--- src/hdl/tbi_regs.svh ---
// Register offsets, field positions, reset values and timing counts of the two-wire bus block
`ifndef TBI_REGS_SVH
`define TBI_REGS_SVH

// Register byte offsets
`define TBI_CR1_OFS    8'h00
`define TBI_CR2_OFS    8'h04
`define TBI_SR_OFS     8'h08
`define TBI_DBUF_OFS   8'h0c
`define TBI_OAR_OFS    8'h10
`define TBI_IDLE_OFS   8'h14

// Control register two fields
`define TBI_CR2_MST    7
`define TBI_CR2_TRX    6
`define TBI_CR2_BB     5
`define TBI_CR2_PIN    4
`define TBI_CR2_MODE_HI 3
`define TBI_CR2_MODE_LO 2
`define TBI_CR2_SWR_HI 1
`define TBI_CR2_SWR_LO 0

// Codes
`define TBI_MODE_I2C   2'h2
`define TBI_MODE_PORT  2'h0
`define TBI_SWR_FIRST  2'h2
`define TBI_SWR_SECOND 2'h1
`define TBI_GEN_CALL   8'h00

// Reset values
`define TBI_CR1_RST    8'h08
`define TBI_OAR_RST    8'h00

// Clock period formula: low = 2^(n-1)+29, high = 2^(n-1)+7 prescaled cycles, n = rate+4
`define TBI_LOW_BASE   29
`define TBI_HIGH_BASE  7
`define TBI_N_LOG_OFS  3
`define TBI_PRESCALE   2
`define TBI_RATE_MAX   3'h6
`define TBI_WORD_BITS  4'h8
`define TBI_WORD_ACK   4'h9

`endif

--- src/hdl/tbi_pkg.sv ---
// Types shared by the two-wire bus block
package tbi_pkg;

    // Clock generator states, Gray coded along idle, start, low, high
    typedef enum logic [2:0] {
        TBI_IDLE  = 3'h0,
        TBI_START = 3'h1,
        TBI_LOW   = 3'h3,
        TBI_HIGH  = 3'h2
    } tbi_state_t;

    // Bus status register layout
    typedef struct packed {
        logic master_select;
        logic trx;
        logic bb;
        logic pin;
        logic al;
        logic aas;
        logic ad0;
        logic last_received_bit;
    } tbi_sr_t;

    // Control register one layout
    typedef struct packed {
        logic [2:0] bcs;
        logic       ack;
        logic       done;
        logic [2:0] rate;
    } tbi_cr1_t;

endpackage

--- src/hdl/tbi_top.sv ---
// Two-wire bus interface with bus monitor, start generation and AHB-Lite registers
`timescale 1ns/100ps
`include "tbi_regs.svh"

module tbi_top (
    // Clock, reset, enable
    input  wire logic        hclk,
    input  wire logic        hresetn,
    input  wire logic        ce,
    // AHB-Lite slave
    input  wire logic        hsel,
    input  wire logic [7:0]  haddr,
    input  wire logic [1:0]  htrans,
    input  wire logic        hwrite,
    input  wire logic [2:0]  hsize,
    input  wire logic [31:0] hwdata,
    input  wire logic        hready,
    output logic             hreadyout,
    output logic             hresp,
    output logic [31:0]      hrdata,
    // System state
    input  wire logic        low_power_idle_mode,
    output logic             transfer_interrupt,
    // Open-drain bus pins
    input  wire logic        scl_i,
    output logic             scl_o,
    output logic             scl_oe,
    input  wire logic        sda_i,
    output logic             sda_o,
    output logic             sda_oe
);

    // ----------------------------------------
    // Declarations
    // ----------------------------------------
    tbi_pkg::tbi_sr_t    st;
    tbi_pkg::tbi_cr1_t   cr1;
    tbi_pkg::tbi_state_t state;
    logic [1:0]  mode;
    logic [7:0]  oar;
    logic        low_power_idle_mode_run_select;
    logic        swr_armed;
    logic        srst;
    logic        scl_s1, scl_s2, scl_d;
    logic        sda_s1, sda_s2, sda_d;
    logic [7:0]  shreg;
    logic [3:0]  bitn;
    logic        first_word;
    logic        start_hold;
    logic        slv_hold;
    logic [11:0] cnt;
    logic        ap_wr;
    logic [7:0]  ap_addr;
    logic        run, i2c_en;
    logic        scl_rise, scl_fall, start_det, stop_det;
    logic        addr_valid, rd_now, wr_now, dbuf_acc, cr2_wr;
    logic        go, word_end, irq_evt, drive_data, ack_low, al_evt;
    logic [3:0]  last_bit;
    logic [7:0]  rx_byte;
    logic [7:0]  rd_val;
    logic [11:0] t_low, t_high;

    // Period counts from the rate field, unused code 7 treated as 6
    function automatic logic [11:0] half_cnt(input logic [2:0] r, input int base);
        logic [2:0] rr;
        rr = (r > `TBI_RATE_MAX) ? `TBI_RATE_MAX : r;
        half_cnt = 12'(`TBI_PRESCALE * ((1 << (rr + `TBI_N_LOG_OFS)) + base));
    endfunction

    assign t_low  = half_cnt(cr1.rate, `TBI_LOW_BASE);
    assign t_high = half_cnt(cr1.rate, `TBI_HIGH_BASE);

    // Engine stops in idle mode unless told to keep running
    assign run    = ce && !(low_power_idle_mode && !low_power_idle_mode_run_select);
    assign i2c_en = (mode == `TBI_MODE_I2C);

    // ----------------------------------------
    // Pin synchronisers and bus event detection
    // ----------------------------------------
    always_ff @(posedge hclk or negedge hresetn) begin
        if (!hresetn) begin
            scl_s1 <= 1'b1;
            scl_s2 <= 1'b1;
            scl_d  <= 1'b1;
            sda_s1 <= 1'b1;
            sda_s2 <= 1'b1;
            sda_d  <= 1'b1;
        end else if (run) begin
            scl_s1 <= scl_i;
            scl_s2 <= scl_s1;
            scl_d  <= scl_s2;
            sda_s1 <= sda_i;
            sda_s2 <= sda_s1;
            sda_d  <= sda_s2;
        end
    end

    // Edge and condition strobes, only in bus mode and while running
    assign scl_rise  = run && i2c_en && scl_s2 && !scl_d;
    assign scl_fall  = run && i2c_en && !scl_s2 && scl_d;
    assign start_det = run && i2c_en && scl_s2 && scl_d && sda_d && !sda_s2;
    assign stop_det  = run && i2c_en && scl_s2 && scl_d && !sda_d && sda_s2;

    // ----------------------------------------
    // AHB-Lite slave, zero wait states
    // ----------------------------------------
    assign hreadyout  = ce;
    assign hresp      = 1'b0;
    assign addr_valid = hsel && htrans[1] && hready && ce;
    assign rd_now     = addr_valid && !hwrite;
    assign wr_now     = ap_wr && ce;
    assign cr2_wr     = wr_now && (ap_addr == `TBI_CR2_OFS);
    assign dbuf_acc   = (rd_now && (haddr == `TBI_DBUF_OFS)) ||
                        (wr_now && (ap_addr == `TBI_DBUF_OFS));
    assign rx_byte    = shreg;

    // Read value mux
    always_comb begin
        unique case (haddr)
            `TBI_CR1_OFS:  rd_val = cr1;
            `TBI_CR2_OFS:  rd_val = st;
            `TBI_SR_OFS:   rd_val = st;
            `TBI_DBUF_OFS: rd_val = rx_byte;
            `TBI_IDLE_OFS: rd_val = {7'h00, low_power_idle_mode_run_select};
            default:       rd_val = 8'h00;
        endcase
    end

    // Address phase capture and read data register
    always_ff @(posedge hclk or negedge hresetn) begin
        if (!hresetn) begin
            ap_wr   <= 1'b0;
            ap_addr <= 8'h00;
            hrdata  <= 32'h0;
        end else if (ce) begin
            ap_wr   <= addr_valid && hwrite;
            ap_addr <= haddr;
            if (rd_now) begin
                hrdata <= {24'h0, rd_val};
            end
        end
    end

    // ----------------------------------------
    // Software registers and soft reset
    // ----------------------------------------
    always_ff @(posedge hclk or negedge hresetn) begin
        if (!hresetn) begin
            cr1              <= `TBI_CR1_RST;
            oar              <= `TBI_OAR_RST;
            low_power_idle_mode_run_select <= 1'b0;
            mode             <= `TBI_MODE_PORT;
            swr_armed        <= 1'b0;
            srst             <= 1'b0;
        end else if (ce) begin
            srst     <= 1'b0;
            cr1.done <= !srst;
            if (srst) begin
                cr1.bcs          <= 3'h0;
                cr1.ack          <= 1'b0;
                cr1.rate         <= 3'h0;
                oar              <= `TBI_OAR_RST;
                low_power_idle_mode_run_select <= 1'b0;
                mode             <= `TBI_MODE_PORT;
                swr_armed        <= 1'b0;
            end else begin
                if (wr_now && ap_addr == `TBI_CR1_OFS) begin
                    cr1.bcs  <= hwdata[7:5];
                    cr1.ack  <= hwdata[4];
                    cr1.rate <= hwdata[2:0];
                end
                if (wr_now && ap_addr == `TBI_OAR_OFS) begin
                    oar <= hwdata[7:0];
                end
                if (wr_now && ap_addr == `TBI_IDLE_OFS) begin
                    low_power_idle_mode_run_select <= hwdata[0];
                end
                if (cr2_wr) begin
                    mode <= hwdata[`TBI_CR2_MODE_HI:`TBI_CR2_MODE_LO];
                    if (hwdata[`TBI_CR2_SWR_HI:`TBI_CR2_SWR_LO] == `TBI_SWR_FIRST) begin
                        swr_armed <= 1'b1;
                    end else if (hwdata[`TBI_CR2_SWR_HI:`TBI_CR2_SWR_LO] == `TBI_SWR_SECOND) begin
                        swr_armed <= 1'b0;
                        srst      <= swr_armed;
                    end
                end
            end
        end
    end

    // ----------------------------------------
    // Word framing
    // ----------------------------------------
    assign last_bit   = (first_word || cr1.ack) ? `TBI_WORD_ACK : `TBI_WORD_BITS;
    assign word_end   = scl_fall && (bitn == last_bit);
    assign irq_evt    = word_end && (st.master_select || st.aas || st.al || (first_word && oar[0]));
    // Last data bit holds until its fall is seen, so the line never moves while clock is high
    assign drive_data = st.trx && !start_hold && (st.master_select || (st.aas && !first_word)) &&
                        ((bitn < `TBI_WORD_BITS) ||
                         (bitn == `TBI_WORD_BITS && scl_s2 && scl_d));
    // Acknowledge starts after the eighth fall and stands through the ninth clock
    assign ack_low    = ((bitn == `TBI_WORD_BITS && !(scl_s2 && scl_d)) ||
                         bitn == `TBI_WORD_ACK) &&
                        ((st.master_select && !st.trx && !first_word && cr1.ack) ||
                         (!st.master_select && st.aas && (first_word || (!st.trx && cr1.ack))));
    assign al_evt     = scl_rise && st.master_select && drive_data && shreg[7] && !sda_s2;
    assign go         = cr2_wr && (hwdata[7:4] == 4'hf) && !st.bb &&
                        (hwdata[`TBI_CR2_MODE_HI:`TBI_CR2_MODE_LO] == `TBI_MODE_I2C);

    // Bit counter and shift register, shifted at falls so data only moves while clock is low
    always_ff @(posedge hclk or negedge hresetn) begin
        if (!hresetn) begin
            shreg      <= 8'h00;
            bitn       <= 4'h0;
            first_word <= 1'b0;
        end else if (ce) begin
            if (srst) begin
                shreg      <= 8'h00;
                bitn       <= 4'h0;
                first_word <= 1'b0;
            end else if (start_det) begin
                bitn       <= 4'h0;
                first_word <= 1'b1;
            end else begin
                if (scl_rise && bitn < `TBI_WORD_ACK) begin
                    bitn <= bitn + 4'h1;
                end
                if (scl_fall && bitn != 4'h0 && bitn <= `TBI_WORD_BITS) begin
                    shreg <= {shreg[6:0], st.last_received_bit};
                end
                if (word_end) begin
                    bitn       <= 4'h0;
                    first_word <= 1'b0;
                end
                if (wr_now && ap_addr == `TBI_DBUF_OFS) begin
                    shreg <= hwdata[7:0];
                end
            end
        end
    end

    // ----------------------------------------
    // Status flags, clears first so events win
    // ----------------------------------------
    always_ff @(posedge hclk or negedge hresetn) begin
        if (!hresetn) begin
            st <= '{pin: 1'b1, default: 1'b0};
        end else if (ce) begin
            if (srst) begin
                st <= '{pin: 1'b1, default: 1'b0};
            end else begin
                if (cr2_wr) begin
                    st.master_select <= hwdata[`TBI_CR2_MST];
                    st.trx <= hwdata[`TBI_CR2_TRX];
                    st.al  <= 1'b0;
                    if (hwdata[`TBI_CR2_PIN]) begin
                        st.pin <= 1'b1;
                    end
                end
                if (dbuf_acc) begin
                    st.al  <= 1'b0;
                    st.aas <= 1'b0;
                    st.pin <= 1'b1;
                end
                if (scl_rise) begin
                    st.last_received_bit <= sda_s2;
                end
                if (start_det) begin
                    st.bb  <= 1'b1;
                    st.ad0 <= 1'b0;
                end
                if (stop_det) begin
                    st.bb  <= 1'b0;
                    st.ad0 <= 1'b0;
                    st.master_select <= 1'b0;
                    st.trx <= 1'b0;
                end
                // Address byte complete on the eighth fall
                if (scl_fall && first_word && bitn == `TBI_WORD_BITS && !st.master_select) begin
                    if ({shreg[6:0], st.last_received_bit} == `TBI_GEN_CALL) begin
                        st.ad0 <= 1'b1;
                    end
                    if (!oar[0] && ({shreg[6:0], st.last_received_bit} == `TBI_GEN_CALL ||
                                    shreg[6:0] == oar[7:1])) begin
                        st.aas <= 1'b1;
                        st.trx <= st.last_received_bit;
                    end
                end
                if (word_end && first_word && oar[0] && !st.master_select) begin
                    st.aas <= 1'b1;
                end
                if (irq_evt) begin
                    st.pin <= 1'b0;
                end
                // Master address acknowledged: direction decides transmit
                if (word_end && first_word && st.master_select && !st.last_received_bit) begin
                    st.trx <= !shreg[0];
                end
                if (al_evt) begin
                    st.al  <= 1'b1;
                    st.master_select <= 1'b0;
                    st.trx <= 1'b0;
                end
            end
        end
    end

    // Interrupt strobe to the system
    always_ff @(posedge hclk or negedge hresetn) begin
        if (!hresetn) begin
            transfer_interrupt <= 1'b0;
        end else if (ce) begin
            transfer_interrupt <= irq_evt && !srst;
        end
    end

    // ----------------------------------------
    // Clock generator and clock stretching
    // ----------------------------------------
    always_ff @(posedge hclk or negedge hresetn) begin
        if (!hresetn) begin
            state      <= tbi_pkg::TBI_IDLE;
            cnt        <= 12'h0;
            start_hold <= 1'b0;
            slv_hold   <= 1'b0;
        end else if (run) begin
            if (srst || !i2c_en) begin
                state      <= tbi_pkg::TBI_IDLE;
                cnt        <= 12'h0;
                start_hold <= 1'b0;
                slv_hold   <= 1'b0;
            end else begin
                if (scl_fall) begin
                    start_hold <= 1'b0;
                end
                if (irq_evt && !st.master_select) begin
                    slv_hold <= 1'b1;
                end
                unique case (state)
                    tbi_pkg::TBI_IDLE: begin
                        if (go) begin
                            state      <= tbi_pkg::TBI_START;
                            start_hold <= 1'b1;
                            cnt        <= 12'h0;
                        end else if (slv_hold && st.pin) begin
                            cnt <= cnt + 12'h1;
                            if (cnt >= t_low) begin
                                slv_hold <= 1'b0;
                                cnt      <= 12'h0;
                            end
                        end else begin
                            cnt <= 12'h0;
                        end
                    end
                    tbi_pkg::TBI_START: begin
                        cnt <= cnt + 12'h1;
                        if (cnt >= t_high) begin
                            state <= tbi_pkg::TBI_LOW;
                            cnt   <= 12'h0;
                        end
                    end
                    tbi_pkg::TBI_LOW: begin
                        if (!st.pin) begin
                            cnt <= 12'h0;
                        end else if (cnt >= t_low) begin
                            state <= tbi_pkg::TBI_HIGH;
                            cnt   <= 12'h0;
                        end else begin
                            cnt <= cnt + 12'h1;
                        end
                    end
                    tbi_pkg::TBI_HIGH: begin
                        if (scl_fall) begin
                            state <= tbi_pkg::TBI_LOW;
                            cnt   <= 12'h0;
                        end else if (scl_s2) begin
                            cnt <= cnt + 12'h1;
                            if (cnt >= t_high) begin
                                state <= tbi_pkg::TBI_LOW;
                                cnt   <= 12'h0;
                            end
                        end
                    end
                    default: begin
                        state <= tbi_pkg::TBI_IDLE;
                        cnt   <= 12'h0;
                    end
                endcase
                if (!st.master_select && state != tbi_pkg::TBI_IDLE) begin
                    state <= tbi_pkg::TBI_IDLE;
                    cnt   <= 12'h0;
                end
            end
        end
    end

    // Open-drain drives: enable pulls the line low
    assign scl_o  = 1'b0;
    assign sda_o  = 1'b0;
    assign scl_oe = i2c_en && ((state == tbi_pkg::TBI_LOW) || slv_hold);
    assign sda_oe = i2c_en && (start_hold || ack_low ||
                    (drive_data && !shreg[7]));

    // ----------------------------------------
    // Checks
    // ----------------------------------------
    chk_al_on_mismatch: assert property (@(posedge hclk) disable iff (!hresetn)
        al_evt && !srst |=> st.al) else $error("lost arbitration not flagged");

    chk_al_drops_master: assert property (@(posedge hclk) disable iff (!hresetn)
        $rose(st.al) |-> !st.master_select && !st.trx ##1 state == tbi_pkg::TBI_IDLE)
        else $error("master kept after lost arbitration");

    chk_dbuf_clears: assert property (@(posedge hclk) disable iff (!hresetn)
        dbuf_acc && !scl_fall && !scl_rise |=> !st.aas && !st.al && st.pin)
        else $error("buffer access did not clear flags");

    chk_gc_clear: assert property (@(posedge hclk) disable iff (!hresetn)
        (start_det || stop_det) && !srst |=> !st.ad0 && (st.bb == $past(start_det)))
        else $error("general call or busy wrong after condition");

    chk_lrb_sample: assert property (@(posedge hclk) disable iff (!hresetn)
        scl_rise && !srst |=> st.last_received_bit == $past(sda_s2))
        else $error("last bit not latched");

    chk_soft_reset: assert property (@(posedge hclk) disable iff (!hresetn)
        srst && ce |=> mode == `TBI_MODE_PORT && !cr1.done && st.pin ##1 !ce || cr1.done)
        else $error("soft reset sequence wrong");

    chk_pin_holds: assert property (@(posedge hclk) disable iff (!hresetn)
        irq_evt && !srst && st.master_select |=> !st.pin && transfer_interrupt && scl_oe)
        else $error("word end did not stall clock");

    chk_start_gen: assert property (@(posedge hclk) disable iff (!hresetn)
        go && run && state == tbi_pkg::TBI_IDLE |=> state == tbi_pkg::TBI_START && sda_oe && !scl_oe)
        else $error("start condition not issued");

endmodule

--- config.mk ---
export PLATFORM = sky130hd
export DESIGN_NAME = tbi_top
export DESIGN_NICKNAME = d
export VERILOG_FILES = /design/src/hdl/tbi_pkg.sv /design/src/hdl/tbi_top.sv
export VERILOG_INCLUDE_DIRS = /design/src /design/src/hdl
export SDC_FILE = /design/constraint.sdc
export NUM_CORES = 1
export LEC_CHECK = 0
export ABC_AREA = 1
export CORE_MARGIN = 2
export CORE_UTILIZATION = 45
export CTS_BUF_LIST = sky130_fd_sc_hd__clkbuf_8 sky130_fd_sc_hd__clkbuf_16
export DETAILED_ROUTE_END_ITERATION = 8
export DONT_BUFFER_PORTS = 1
export PLACE_DENSITY_LB_ADDON = 0.05
export SYNTH_ARGS = -nofsm -noshare
export SYNTH_HDL_FRONTEND = slang
export SYNTH_SLANG_ARGS = --single-unit
export TNS_END_PERCENT = 20
--- constraint.sdc ---
create_clock -name hclk -period 5 [get_ports hclk]
set_clock_uncertainty 0.05 [all_clocks]
set_input_delay 1 -clock hclk [delete_from_list [all_inputs] [get_ports hclk]]
set_output_delay 1 -clock hclk [all_outputs]
set_load 0.01 [all_outputs]
# After elaboration in Yosys (flattened, before gate mapping)
# Index checks and enable logic that the tools add are counted.
# word_totals
reg_bits	83
in_bits	54
output_inout_bits	39
# op_classes
n_addsub	5
n_lt_le_gt_ge	6
n_eq_ne	25
n_shift	1
muxes	81
n_reduce_logical	139
# ops
operator	count
two-way mux 12 bit	9
logical AND 1 bit	68
two-way mux 8 bit	7
case mux 12 bit (4 select lines)	1
two-way mux 3 bit	13
two-way mux 1 bit	37
case mux 8 bit (4 select lines)	1
equality test 8 x 4 -> 1 bit (second input constant)	3
equality test 8 x 5 -> 1 bit (second input constant)	3
greater-or-equal comparator 12 bit	2
zero test 8 bit	3
two-way mux 4 bit	6
AND reduction 2 bit	12
nonzero test 4 bit	6
zero test 1 bit	19
equality test 8 x 3 -> 1 bit (second input constant)	2
logical OR 1 bit	15
nonzero test 3 bit	5
adder 12 x 1 -> 12 bit (second input constant)	1
equality test 4 bit (second input constant)	3
two-way mux 2 bit	6
inequality test 4 bit (second input constant)	3
case mux 3 bit (4 select lines)	1
adder 11 x 4 -> 11 bit (second input constant)	1
other kinds (20)	30

# Logic depth before layout (Yosys ltp)
# Gate-level depths: netlist of the first run.
# depth
word_depth	16
mapped_depth	18
ltp_nobuf	17

# Worst setup path after synthesis of the first run
# OpenSTA, ideal clock, no wires.
# synth_timing
path_kind	reg2out
start	register bitn[0]
end	output port sda_oe
arrival_time_ns	1.283
setup_slack_ns	2.667
path_stages_with_launch	11
path_buffers	0
path_cell_list	dfrtp_1 inv_1 ha_1 nand2_1 nor2_1 nor2_1 nor3_1 nand2_1 nand3_1 nand2_1 inv_1
# synth_via
elab_chain_len	8
elab_cells_between_ends	14
classes_between	order compare: 1; eq/ne: 2; reduce/logical: 11
# synth_rtl
item	line_no	text
start: declaration	tbi_top.sv:47	logic [3:0] bitn;
start signal: assignment	tbi_top.sv:226	bitn <= bitn + 4'h1;
branches (longest 6 deep; another with < comparator 4 bit)	--	
logical OR 1 bit (*)	tbi_top.sv:401	assign sda_oe = i2c_en && (start_hold || ack_low ||
logical AND 1 bit (*)	tbi_top.sv:401	
end: declaration	tbi_top.sv:30	output logic sda_oe
# Mark *: on every way between the ends.

# Worst setup path in the final report of the first run
# Ends and elaborated chain as after synthesis.

==> results of run 1 <==
[routing by layer]
metal  track usage, %  routed length, um  vias to the layer above
li1                 -                  -                     2338
met2             36.1               6180                      109
met1             28.4               6140                     2155
met3             3.93                562                       23
met5                0                  0                        -
met4             8.13                334                        0
[cells in the mapped netlist, drive strengths merged (6+ instances only)]
cell and instances:
nand3 41, inv 82, xnor2 6, dfstp 8
nand2 238, ha 24, buf 37, o21ai 53
nor2 80, clkbuf 7, nor3 13, dfrtp 75
xor2 8, nand4 13, a21oi 32
[worst max-delay path by stage]
| stage | startpoint | end | slack, ns | cells past startpoint |
|---|---|---|---|---|
| after floorplan | bitn[0] | sda_oe | 2.67 | 10 |
| after global placement | low_power_idle_mode | cnt[5] | 2.34 | 9 |
| after detailed placement | low_power_idle_mode | state[1] | 2.31 | 9 |
| after CTS | bitn[0] | sda_oe | 2.07 | 10 |
| after global routing | bitn[0] | sda_oe | 1.89 | 10 |
| final | bitn[0] | sda_oe | 2.09 | 10 |
[critical path, stage by stage (launching register included)]
cell and delay (ns):
dfrtp_1 0.45, inv_1 0.11, ha_1 0.18, nand2_1 0.09, nor2_1 0.10, nor2_1 0.05
nor3_1 0.20, nand2_1 0.08, nand3_1 0.11, nand2_1 0.07, inv_1 0.10
[layout by cell type, fill, tap and decap left out, types with 3 or more instances in the layout]
cell type | synthesis | layout
a21oi_1 | 31 | 31
a22oi_1 | 4 | 4
clkbuf_16 | 0 | 9
clkinv_2 | 2 | 3
conb_1 | 2 | 33
dfrtp_1 | 75 | 75
dfstp_2 | 8 | 8
ha_1 | 24 | 24
inv_1 | 80 | 83
mux2_2 | 4 | 4
nand2_1 | 232 | 232
nand2_2 | 6 | 6
nand3_1 | 40 | 40
nand3b_1 | 3 | 3
nand4_1 | 12 | 12
nor2_1 | 75 | 75
nor2_4 | 3 | 3
nor3_1 | 11 | 11
o21ai_0 | 43 | 43
o21ai_1 | 10 | 10
o22ai_1 | 3 | 3
xnor2_1 | 6 | 6
xor2_1 | 8 | 8
[power breakdown]
| part | internal [mW] | total [mW] | switching, mW |
|---|---|---|---|
| clock | 0.408 | 0.682 | 0.273 |
| combinational | 0.157 | 0.441 | 0.284 |
| sequential | 0.786 | 0.889 | 0.102 |
| total | 1.35 | 2.01 | 0.660 |
[flip-flops by register name (all words and copies together) (netlist names), 2 cells and up]
| name | cells |
|---|---|
| cnt | 12 |
| ap_addr | 8 |
| cr1 | 8 |
| hrdata | 8 |
| oar | 8 |
| rx_byte | 8 |
| st | 8 |
| bitn | 4 |
| state | 3 |
| mode | 2 |
[area by class of cell]
class	count	area, um2
flip-flops and latches	83	2090
clock buffers	11	253
clock inverters	5	46.3
well taps	147	184
inverters	85	322
fillers	1190	6160
multi-input cells	569	2810
[logic make-up (layout without fill, tap and decap cells)]
group	count (synthesis)	after routing	share of synthesized area, %
and+or+nand+nor	392	392	30.8
buffers and inverters	129	101	11.5
AOI/OAI and AO/OA	102	102	10.3
DFF	83	83	38.6
adders and majority gates	24	24	5.56
xor gates and xnor gates	14	14	2.27
muxes	4	4	0.834
other	2	33	0.139
[stage by stage]
stage	power, mW	setup slack (ns)	cells
CTS	2.03	2.07	900
finish	2.01	2.09	900
detailed placement	1.34	2.31	884
global placement	1.33	2.34	884
global route	2.13	1.89	900
floorplan	1.24	2.67	781
==> results.txt, run 1 <==
----------------------------------------------------
[Synth]
  Largest area contributor in the synthesized netlist ... dfrtp_1
  Dominant register cell in the synthesized netlist ... dfrtp_1
  Number of register bits inferred by synthesis ... 83
  Distinct cell type count after synthesis ... 45
  Total of warnings raised by yosys ... 0
  Share of the yosys chip area belonging to registers ... between 30% and 40%
  Share of synthesized flip-flops with an asynchronous set or reset ... 100%
  Number of instances in the synthesized netlist ... 750
  Netlist Area Pre-Place ... 5400 um2
  Syn Area/Cell ... ~7.2 um2
  Synth top area cells ... dfrtp_1 35%, nand2_1 16%, ha_1 5.6%, inv_1 5.6%, nor2_1 5.2%
  Post-synth EDFFs ... 0
  Area fraction of the dominant cell type after synthesis ... 34.7%

[Layout]
  Post-route standard cell area excluding fillers ... approximately 5700 um2
  Synthesis-to-layout area growth ... 5.53%
  Number of antenna cells inserted ... 0
  Final layout net count ... 826
  Fraction of layout cells with a size suffix above 1 ... around 6.2%
  Fin util ... between 40% and 50%

[Clock tree]
  CTS sink count ... between 80 and 90
  Post-CTS setup repair buffer count ... 0
  Depth of the CTS H-tree ... 3
  Quantity of gates resized following cts ... 0
  Cell at the root of the clock tree ... clkbuf_16
  CTS Hold Buffers Added ... 0
  Clock tree from TritonCTS ... done
  TritonCTS Buffers ... 9
  Clock Latency Late Sink ... about 0.34 ns
  Clock Pin Slew Worst Setup and Hold Paths ... approximately 0.060 ns
  Max Root-Sink Buffers ... 2

[Power]
  Maximum ir drop on the vdd rail ... approximately 0.12 mV
  Power per cell area ... 353 nW/um2
  Leakage Power ... approximately 2.9 nW

[Route]
  Final routed wirelength across all metal layers ... between 10000 and 15000 um
  Initial drt markers ... around 360
  Pre-antenna DRT Iters ... 5
  Ratio of routed vias to standard cells ... approximately 5
  Routed wire per std cell ... 14.7 um
  DRC ... 0
  Detail Route Antenna Nets ... 0
  Count of vias placed by the detailed router ... roughly 4600

[Worst setup path]
  Worst Path Arrival ... roughly 1.9 ns
  RR Startpoint ... cr1[1]
  Capturing point of the worst reg2reg path ... cnt[6]
  R2r worst-path depth ... 14
  Maximum fanout count along the critical path ... 7
  Type of the setup path with the least slack ... flop to output port
  Setup crit end kind ... output port
  Setup slack, reg-to-reg ... 2.66 ns
  Critical path data required time ... roughly 4 ns
  Startpoint type of the worst setup path ... flop

[Die]
  Vertical die dimension ... about 110 um
  Die Footprint ... approximately 13000 um2
  Chip width ... 114 um
  Total core area ... ~12000 um2
  Total number of placement rows ... 40
  I/O pin count ... 93
  Starting utilization of the core area ... between 40 and 50%

[Global routing]
  Total GRT Usage ... between 20% and 30%
  Total global routing overflow ... 0
  Maximum number of pins on one net before global-route repair ... 84
  Wire length of the first global-routing pass ... 22100 um
  Antenna violations before repair ... 0
  Number of global-route vias before repair ... roughly 4400

[Flow run]
  Max Cap Viol ... 0

[STA]
  Final setup viols ... 0
  Post-layout minimum cycle time ... roughly 2.9 ns
  Setup repair after global routing missed its margin ... false
  Worst slack on hold paths ... between 0.2 and 0.3 ns
  Final number of hold-violating endpoints ... 0
  Worst slew slack as a fraction of its limit ... 61.4%
  Ratio of final minimum period to clock period ... 58.2%
  Setup tns final ... 0 ns
  Max-slew violation count ... 0
  Maximum clock frequency ... 0.343 GHz
  Transition time of the tightest slew-check pin ... between 0.5 and 0.6 ns

[Place]
  Detailed placement HPWL ... 10000 um
  PortBufs ... 0
  Gpl congestion ... ~0.9
  Instance area after placement ... 5400 um2

[Outcome]
  Run status ... completed

[Min path]
  Worst Hold Class ... input port to asynchronous set/reset pin

----------------------------------------------------
Power figures use the tool's default switching activity.
==> run 2, diff against run 1 <==
==> constraint.sdc (replaced) <==
create_clock -name hclk -period 2.7 [get_ports hclk]
set_clock_uncertainty 0.05 [all_clocks]
set_input_delay 0.54 -clock hclk [delete_from_list [all_inputs] [get_ports hclk]]
set_output_delay 0.54 -clock hclk [all_outputs]
set_load 0.01 [all_outputs]
==> results.txt, run 2 (synthesis gave the netlist of run 1 again) <==
----------------------------------------------------
[Outcome]
  Run status ... completed (unchanged)

[Power]
  Leakage Power ... 2.92 nW (was 2.90 nW)
  Maximum ir drop on the vdd rail ... 0.254 mV (was 0.121 mV)
  Power per cell area ... 653 nW/um2 (was 353 nW/um2)
  Power consumption ... 3.75 mW (was 2.01 mW)

[Flow run]
  Max Cap Viol ... 0 (unchanged)

[Layout]
  Final layout net count ... 829 (was 826)
  Post-route standard cell area excluding fillers ... 5740 um2 (was 5700 um2)
  Synthesis-to-layout area growth ... 6.25% (was 5.53%)
  Leading cell types in the layout, fill and taps excluded ... 232 x nand2_1, 82 x inv_1, 75 x nor2_1, 75 x dfrtp_1, 43 x o21ai_0 (was 232 x nand2_1, 83 x inv_1, 75 x nor2_1, 75 x dfrtp_1, 43 x o21ai_0)
  Post-route non-filler standard cell count ... 902 (was 900)
  Fraction of layout cells with a size suffix above 1 ... 6.62% (was 6.24%)
  Register with the highest flop count ... cnt (unchanged)
  Fin util ... 48.4% (was 48.1%)
  Number of filler instances in the final layout ... 1235 (was 1190)
  Number of antenna cells inserted ... 0 (unchanged)
  Max reg flops ... 12 (unchanged)
  Most frequent standard cell in the layout excluding fill and tap cells ... nand2_1 (unchanged)

[Clock tree]
  Clock Latency Late Sink ... 0.35 ns (was 0.34 ns)
  Depth of the CTS H-tree ... 3 (unchanged)
  Max Root-Sink Buffers ... 2 (unchanged)
  Clock tree from TritonCTS ... done (unchanged)
  Clock Pin Slew Worst Setup and Hold Paths ... 0.06 ns (about the same)
  CTS sink count ... 83 (unchanged)
  Cell at the root of the clock tree ... clkbuf_16 (unchanged)
  Quantity of gates resized following cts ... 0 (unchanged)
  TritonCTS Buffers ... 9 (unchanged)

[STA]
  Setup repair after global routing missed its margin ... false (unchanged)
  Final number of hold-violating endpoints ... 0 (unchanged)
  Smallest setup slack after layout ... 0.257 ns (was 2.09 ns)
  Worst slack on hold paths ... 0.0309 ns (was 0.297 ns)
  Ratio of final minimum period to clock period ... between 90% and 100%
  Setup tns final ... 0 ns (unchanged)
  Max-slew violation count ... 0 (unchanged)
  Post-layout minimum cycle time ... roughly 2.4 ns
  Transition time of the tightest slew-check pin ... 0.545 ns (was 0.574 ns)
  Maximum clock frequency ... 0.409 GHz
  Worst slew slack as a fraction of its limit ... 63.4% (was 61.4%)
  Final setup viols ... 0 (unchanged)

[Die]
  I/O pin count ... 93 (unchanged)
  Chip width ... 114 um (unchanged)
  Vertical die dimension ... 114 um (unchanged)
  Die Footprint ... 12900 um2 (unchanged)
  Total core area ... 11900 um2 (unchanged)
  Total number of placement rows ... 40 (unchanged)
  Starting utilization of the core area ... 45.5% (unchanged)

[Global routing]
  Total global routing overflow ... 0 (unchanged)
  Wire length of the first global-routing pass ... 22100 um (about the same)
  Maximum number of pins on one net before global-route repair ... 84 (unchanged)
  Antenna violations before repair ... 0 (unchanged)
  Number of global-route vias before repair ... 4414 (was 4383)
  Total GRT Usage ... 22.1% (was 21.7%)

[Place]
  Gpl congestion ... 0.908 (about the same)
  Detailed placement HPWL ... 10100 um (was 10000 um)
  PortBufs ... 0 (unchanged)
  Worst-case setup slack after placement ... 0.361 ns (was 2.31 ns)
  Instance area after placement ... 5420 um2 (was 5400 um2)
  Placed Instances ... 886 (was 884)

[Min path]
  Worst Hold Class ... input port to asynchronous set/reset pin (unchanged)

[Worst setup path]
  Worst Path Arrival ... 1.85 ns (was 1.86 ns)
  Type of the setup path with the least slack ... flop to output port (unchanged)
  Capturing point of the worst reg2reg path ... cnt[0] (was cnt[6])
  Critical path data required time ... 2.11 ns (was 3.95 ns)
  RR Startpoint ... cr1[1] (unchanged)
  Maximum fanout count along the critical path ... 7 (unchanged)
  Startpoint type of the worst setup path ... flop (unchanged)
  Crit path launch ... bitn[0] (unchanged)
  R2r worst-path depth ... 14 (unchanged)
  Setup crit end kind ... output port (unchanged)
  Setup slack, reg-to-reg ... 0.39 ns (was 2.66 ns)

[Route]
  Routed wire per std cell ... 14.8 um (was 14.7 um)
  DRC ... 0 (unchanged)
  Initial drt markers ... 262 (was 361)
  Ratio of routed vias to standard cells ... 5.14 (about the same)
  Final routed wirelength across all metal layers ... 13300 um (was 13200 um)
  Pre-antenna DRT Iters ... 5 (unchanged)
  Detail Route Antenna Nets ... 0 (unchanged)
  Count of vias placed by the detailed router ... 4633 (was 4625)

----------------------------------------------------
[run 2: cell types whose count changed in the layout (fill, tap and decap cells not counted), sizes merged]
| cell | change |
|---|---|
| buf | +3 |
| inv | -1 |
[run 2: layer usage]
layer	part of all wire (%)	global-route usage (%)
met1	46	29.1
met2	46	35.4
met3	4.8	3.83
met4	3.4	10.7
met5	0	0
[run 2: how the worst max path moves through the flow]
stage               endpoint  slack [ns]
floorplan             cnt[0]        0.63
global placement     cnt[11]        0.40
detailed placement    cnt[0]        0.36
CTS                   sda_oe        0.26
global route          cnt[0]         0.1
finish                sda_oe        0.26
[run 2: worst max-delay path, stage by stage, from the launching register on]
cell and delay (ns):
dfrtp_1 0.44, inv_1 0.11, ha_1 0.18, nand2_1 0.09, nor2_1 0.09, nor2_1 0.05, nor3_1 0.19, nand2_1 0.09
nand3_1 0.11, nand2_1 0.06, inv_1 0.10
[run 2: final cells by class]
class | instances | area (um2) | area share (%)
Clock inverter | 4 | 42.5 | 0.741
Timing Repair Buffer | 3 | 42.5 | 0.741
Tap cell | 147 | 184 | 3.20
Sequential cell | 83 | 2090 | 36.4
Inverter | 85 | 322 | 5.60
Clock buffer | 11 | 253 | 4.40
Multi-Input combinational cell | 569 | 2810 | 49.0
[run 2: timing repair]
item | 4_1_cts | 5_1_grt
endpoints found under the hold margin | 83 | 0
setup buffers | 0 | 0
hold buffers | 1 | 0
[run 2: report_power, final]
part	leakage (nW)	switching, mW	internal (mW)
Clock	0.154	0.501	0.754
Combinational	1.69	0.553	0.298
Sequential	1.07	0.190	1.46
Total	2.92	1.24	2.51
==> run 3, diff against run 2 <==
--- a/config.mk
+++ b/config.mk
@@ -12,6 +12,7 @@
 export CTS_BUF_LIST = sky130_fd_sc_hd__clkbuf_8 sky130_fd_sc_hd__clkbuf_16
 export DETAILED_ROUTE_END_ITERATION = 8
 export DONT_BUFFER_PORTS = 1
+export GPL_TIMING_DRIVEN = 0
 export PLACE_DENSITY_LB_ADDON = 0.05
 export SYNTH_ARGS = -nofsm -noshare
 export SYNTH_HDL_FRONTEND = slang
==> results.txt, run 3 (synthesis gave the netlist of run 1 again) <==
----------------------------------------------------
[Outcome]
  Run status ... completed (unchanged)

[Clock tree]
  Clock Pin Slew Worst Setup and Hold Paths ... 0.06 ns (about the same)
  Cell at the root of the clock tree ... clkbuf_16 (unchanged)
  Max Root-Sink Buffers ... 2 (unchanged)
  CTS sink count ... 83 (unchanged)
  Clock tree from TritonCTS ... done (unchanged)
  Clock Latency Late Sink ... 0.35 ns (about the same)
  Post-CTS setup repair buffer count ... 0 (unchanged)
  Depth of the CTS H-tree ... 3 (unchanged)
  TritonCTS Buffers ... 9 (unchanged)

[Route]
  DRC ... 0 (unchanged)
  Ratio of routed vias to standard cells ... 4.95 (was 5.14)
  Initial drt markers ... 372 (was 262)
  Detail Route Antenna Nets ... 0 (unchanged)
  Final routed wirelength across all metal layers ... 13700 um (was 13300 um)
  Routed wire per std cell ... 14.5 um (was 14.8 um)
  Count of vias placed by the detailed router ... 4679 (was 4633)
  Pre-antenna DRT Iters ... 5 (unchanged)

[Layout]
  Max reg flops ... 12 (unchanged)
  Leading cell types in the layout, fill and taps excluded ... 232 x nand2_1, 84 x inv_1, 75 x dfrtp_1 (was 232 x nand2_1, 82 x inv_1, 75 x nor2_1, 75 x dfrtp_1, 43 x o21ai_0)
  Most frequent standard cell in the layout excluding fill and tap cells ... nand2_1 (unchanged)
  Post-route non-filler standard cell count ... 945 (was 902)
  Number of antenna cells inserted ... 0 (unchanged)
  Final layout net count ... 871 (was 829)
  Post-route standard cell area excluding fillers ... 6040 um2 (was 5740 um2)
  Synthesis-to-layout area growth ... 11.8% (was 6.25%)
  Number of filler instances in the final layout ... 1185 (was 1235)
  Fraction of layout cells with a size suffix above 1 ... 10.7% (was 6.62%)
  Register with the highest flop count ... cnt (unchanged)

[Power]
  Maximum ir drop on the vdd rail ... 0.288 mV (was 0.254 mV)
  Power per cell area ... 641 nW/um2 (was 653 nW/um2)
  Power consumption ... 3.87 mW (was 3.75 mW)
  Leakage Power ... 3.13 nW (was 2.92 nW)

[Place]
  Instance area after placement ... 5700 um2 (was 5420 um2)
  Detailed placement HPWL ... 10500 um (was 10100 um)
  Gpl congestion ... 0.925 (was 0.908)
  PortBufs ... 0 (unchanged)
  Worst-case setup slack after placement ... 0.255 ns (was 0.361 ns)
  Placed Instances ... 928 (was 886)

[Global routing]
  Number of global-route vias before repair ... 4427 (was 4414)
  Total GRT Usage ... 22.3% (was 22.1%)
  Maximum number of pins on one net before global-route repair ... 84 (unchanged)
  Total global routing overflow ... 0 (unchanged)
  Antenna violations before repair ... 0 (unchanged)
  Wire length of the first global-routing pass ... 22400 um (was 22100 um)

[STA]
  Max-slew violation count ... 0 (unchanged)
  Transition time of the tightest slew-check pin ... 0.608 ns (was 0.545 ns)
  Maximum clock frequency ... 0.411 GHz (was 0.409 GHz)
  Post-layout minimum cycle time ... 2.44 ns (about the same)
  Setup tns final ... 0 ns (unchanged)
  Setup repair after global routing missed its margin ... false (unchanged)
  Ratio of final minimum period to clock period ... 90.2% (was 90.5%)
  Final setup viols ... 0 (unchanged)
  Worst slew slack as a fraction of its limit ... 59.1% (was 63.4%)
  Smallest setup slack after layout ... 0.265 ns (was 0.257 ns)
  Final number of hold-violating endpoints ... 0 (unchanged)

[Worst setup path]
  Maximum fanout count along the critical path ... 7 (unchanged)
  Type of the setup path with the least slack ... flop to output port (unchanged)
  Setup crit end kind ... output port (unchanged)
  Worst Path Arrival ... 1.85 ns (about the same)
  CP max stage cell ... dfrtp_1 (unchanged)
  Cell repeated most along the worst path ... nand2_1 (unchanged)
  Startpoint type of the worst setup path ... flop (unchanged)
  Sequence of cells on the critical path ... inv_1 > ha_1 > nand2_1 > nor2_1 > nor2_1 > nor3_1 > nand2_1 > nand3_1 > nand2_1 > inv_1 (unchanged)
  Critical path data required time ... 2.11 ns (about the same)
  CP max stage delay ... 0.46 ns (was 0.44 ns)

[Min path]
  Worst Hold Class ... input port to asynchronous set/reset pin (unchanged)

[Die]
  Total core area ... 11900 um2 (unchanged)
  Vertical die dimension ... 114 um (unchanged)
  Starting utilization of the core area ... 45.5% (unchanged)
  I/O pin count ... 93 (unchanged)
  Total number of placement rows ... 40 (unchanged)
  Die Footprint ... 12900 um2 (unchanged)
  Chip width ... 114 um (unchanged)

[Flow run]
  Max Cap Viol ... 0 (unchanged)

----------------------------------------------------
-- run 3: critical path: cells and delay by family, from the launching register on --
family / cells / cell delay (ns)
flops: 1 / 0.46
simple gates: 7 / 0.67
buf+inv: 2 / 0.21
fa+ha+maj: 1 / 0.17
-- run 3: routing by layer --
| metal | vias up | GRT usage (%) | share of wire [%] |
|---|---|---|---|
| met3 | 18 | 4.14 | 5.0 |
| met1 | 2134 | 29.7 | 46 |
| met5 | - | 0 | 0 |
| met4 | 0 | 9.19 | 2.5 |
| met2 | 102 | 36.0 | 47 |
| li1 | 2425 | - | - |
-- run 3: power by group --
group / total, mW / switching, mW / internal, mW
sequential: 1.62 / 0.167 / 1.46
combinational: 0.943 / 0.601 / 0.342
clock: 1.31 / 0.511 / 0.796
-- run 3: repair_timing --
action,4_1_cts,5_1_grt
hold buffers,1,0
resized for setup,0,1
endpoints found under the setup margin,0,1
hold endpoints to repair,83,0
-- run 3: final timing paths --
| path | startpoint | endpoint | slack (ns) | cells past startpoint |
|---|---|---|---|---|
| hold reg to reg | scl_s1 | scl_s1 | 0.45 | 2 |
| hold / removal | hresetn | hrdata[6] | 0.05 | 1 |
| min in group hclk | haddr[5] | ap_addr[5] | 0.25 | 2 |
| setup / recovery | bitn[0] | sda_oe | 0.26 | 10 |
| max in group asynchronous | hresetn | scl_d | 2.19 | 1 |
| setup reg to reg | cr1[2] | cnt[3] | 0.27 | 15 |
-- run 3: through the flow --
stage | util [%] | hold WS [ns]
3_3_place_gp | 48.1 | 0.197
2_1_floorplan | - | 0.194
6_report | 50.9 | 0.0454
4_1_cts | 50.9 | 0.0661
5_1_grt | 50.9 | 0.0713
3_5_place_dp | 48.1 | 0.197
-- run 3: final cells by class --
class / count / area [um2] / area share, %
Buffer: 44 / 300 / 4.97
Clock buffer: 9 / 225 / 3.73
Clock inverter: 7 / 80.1 / 1.33
Inverter: 85 / 322 / 5.33
Multi-Input combinational cell: 569 / 2810 / 46.6
Sequential cell: 83 / 2090 / 34.6
Tap cell: 147 / 184 / 3.05
Timing Repair Buffer: 1 / 27.5 / 0.456
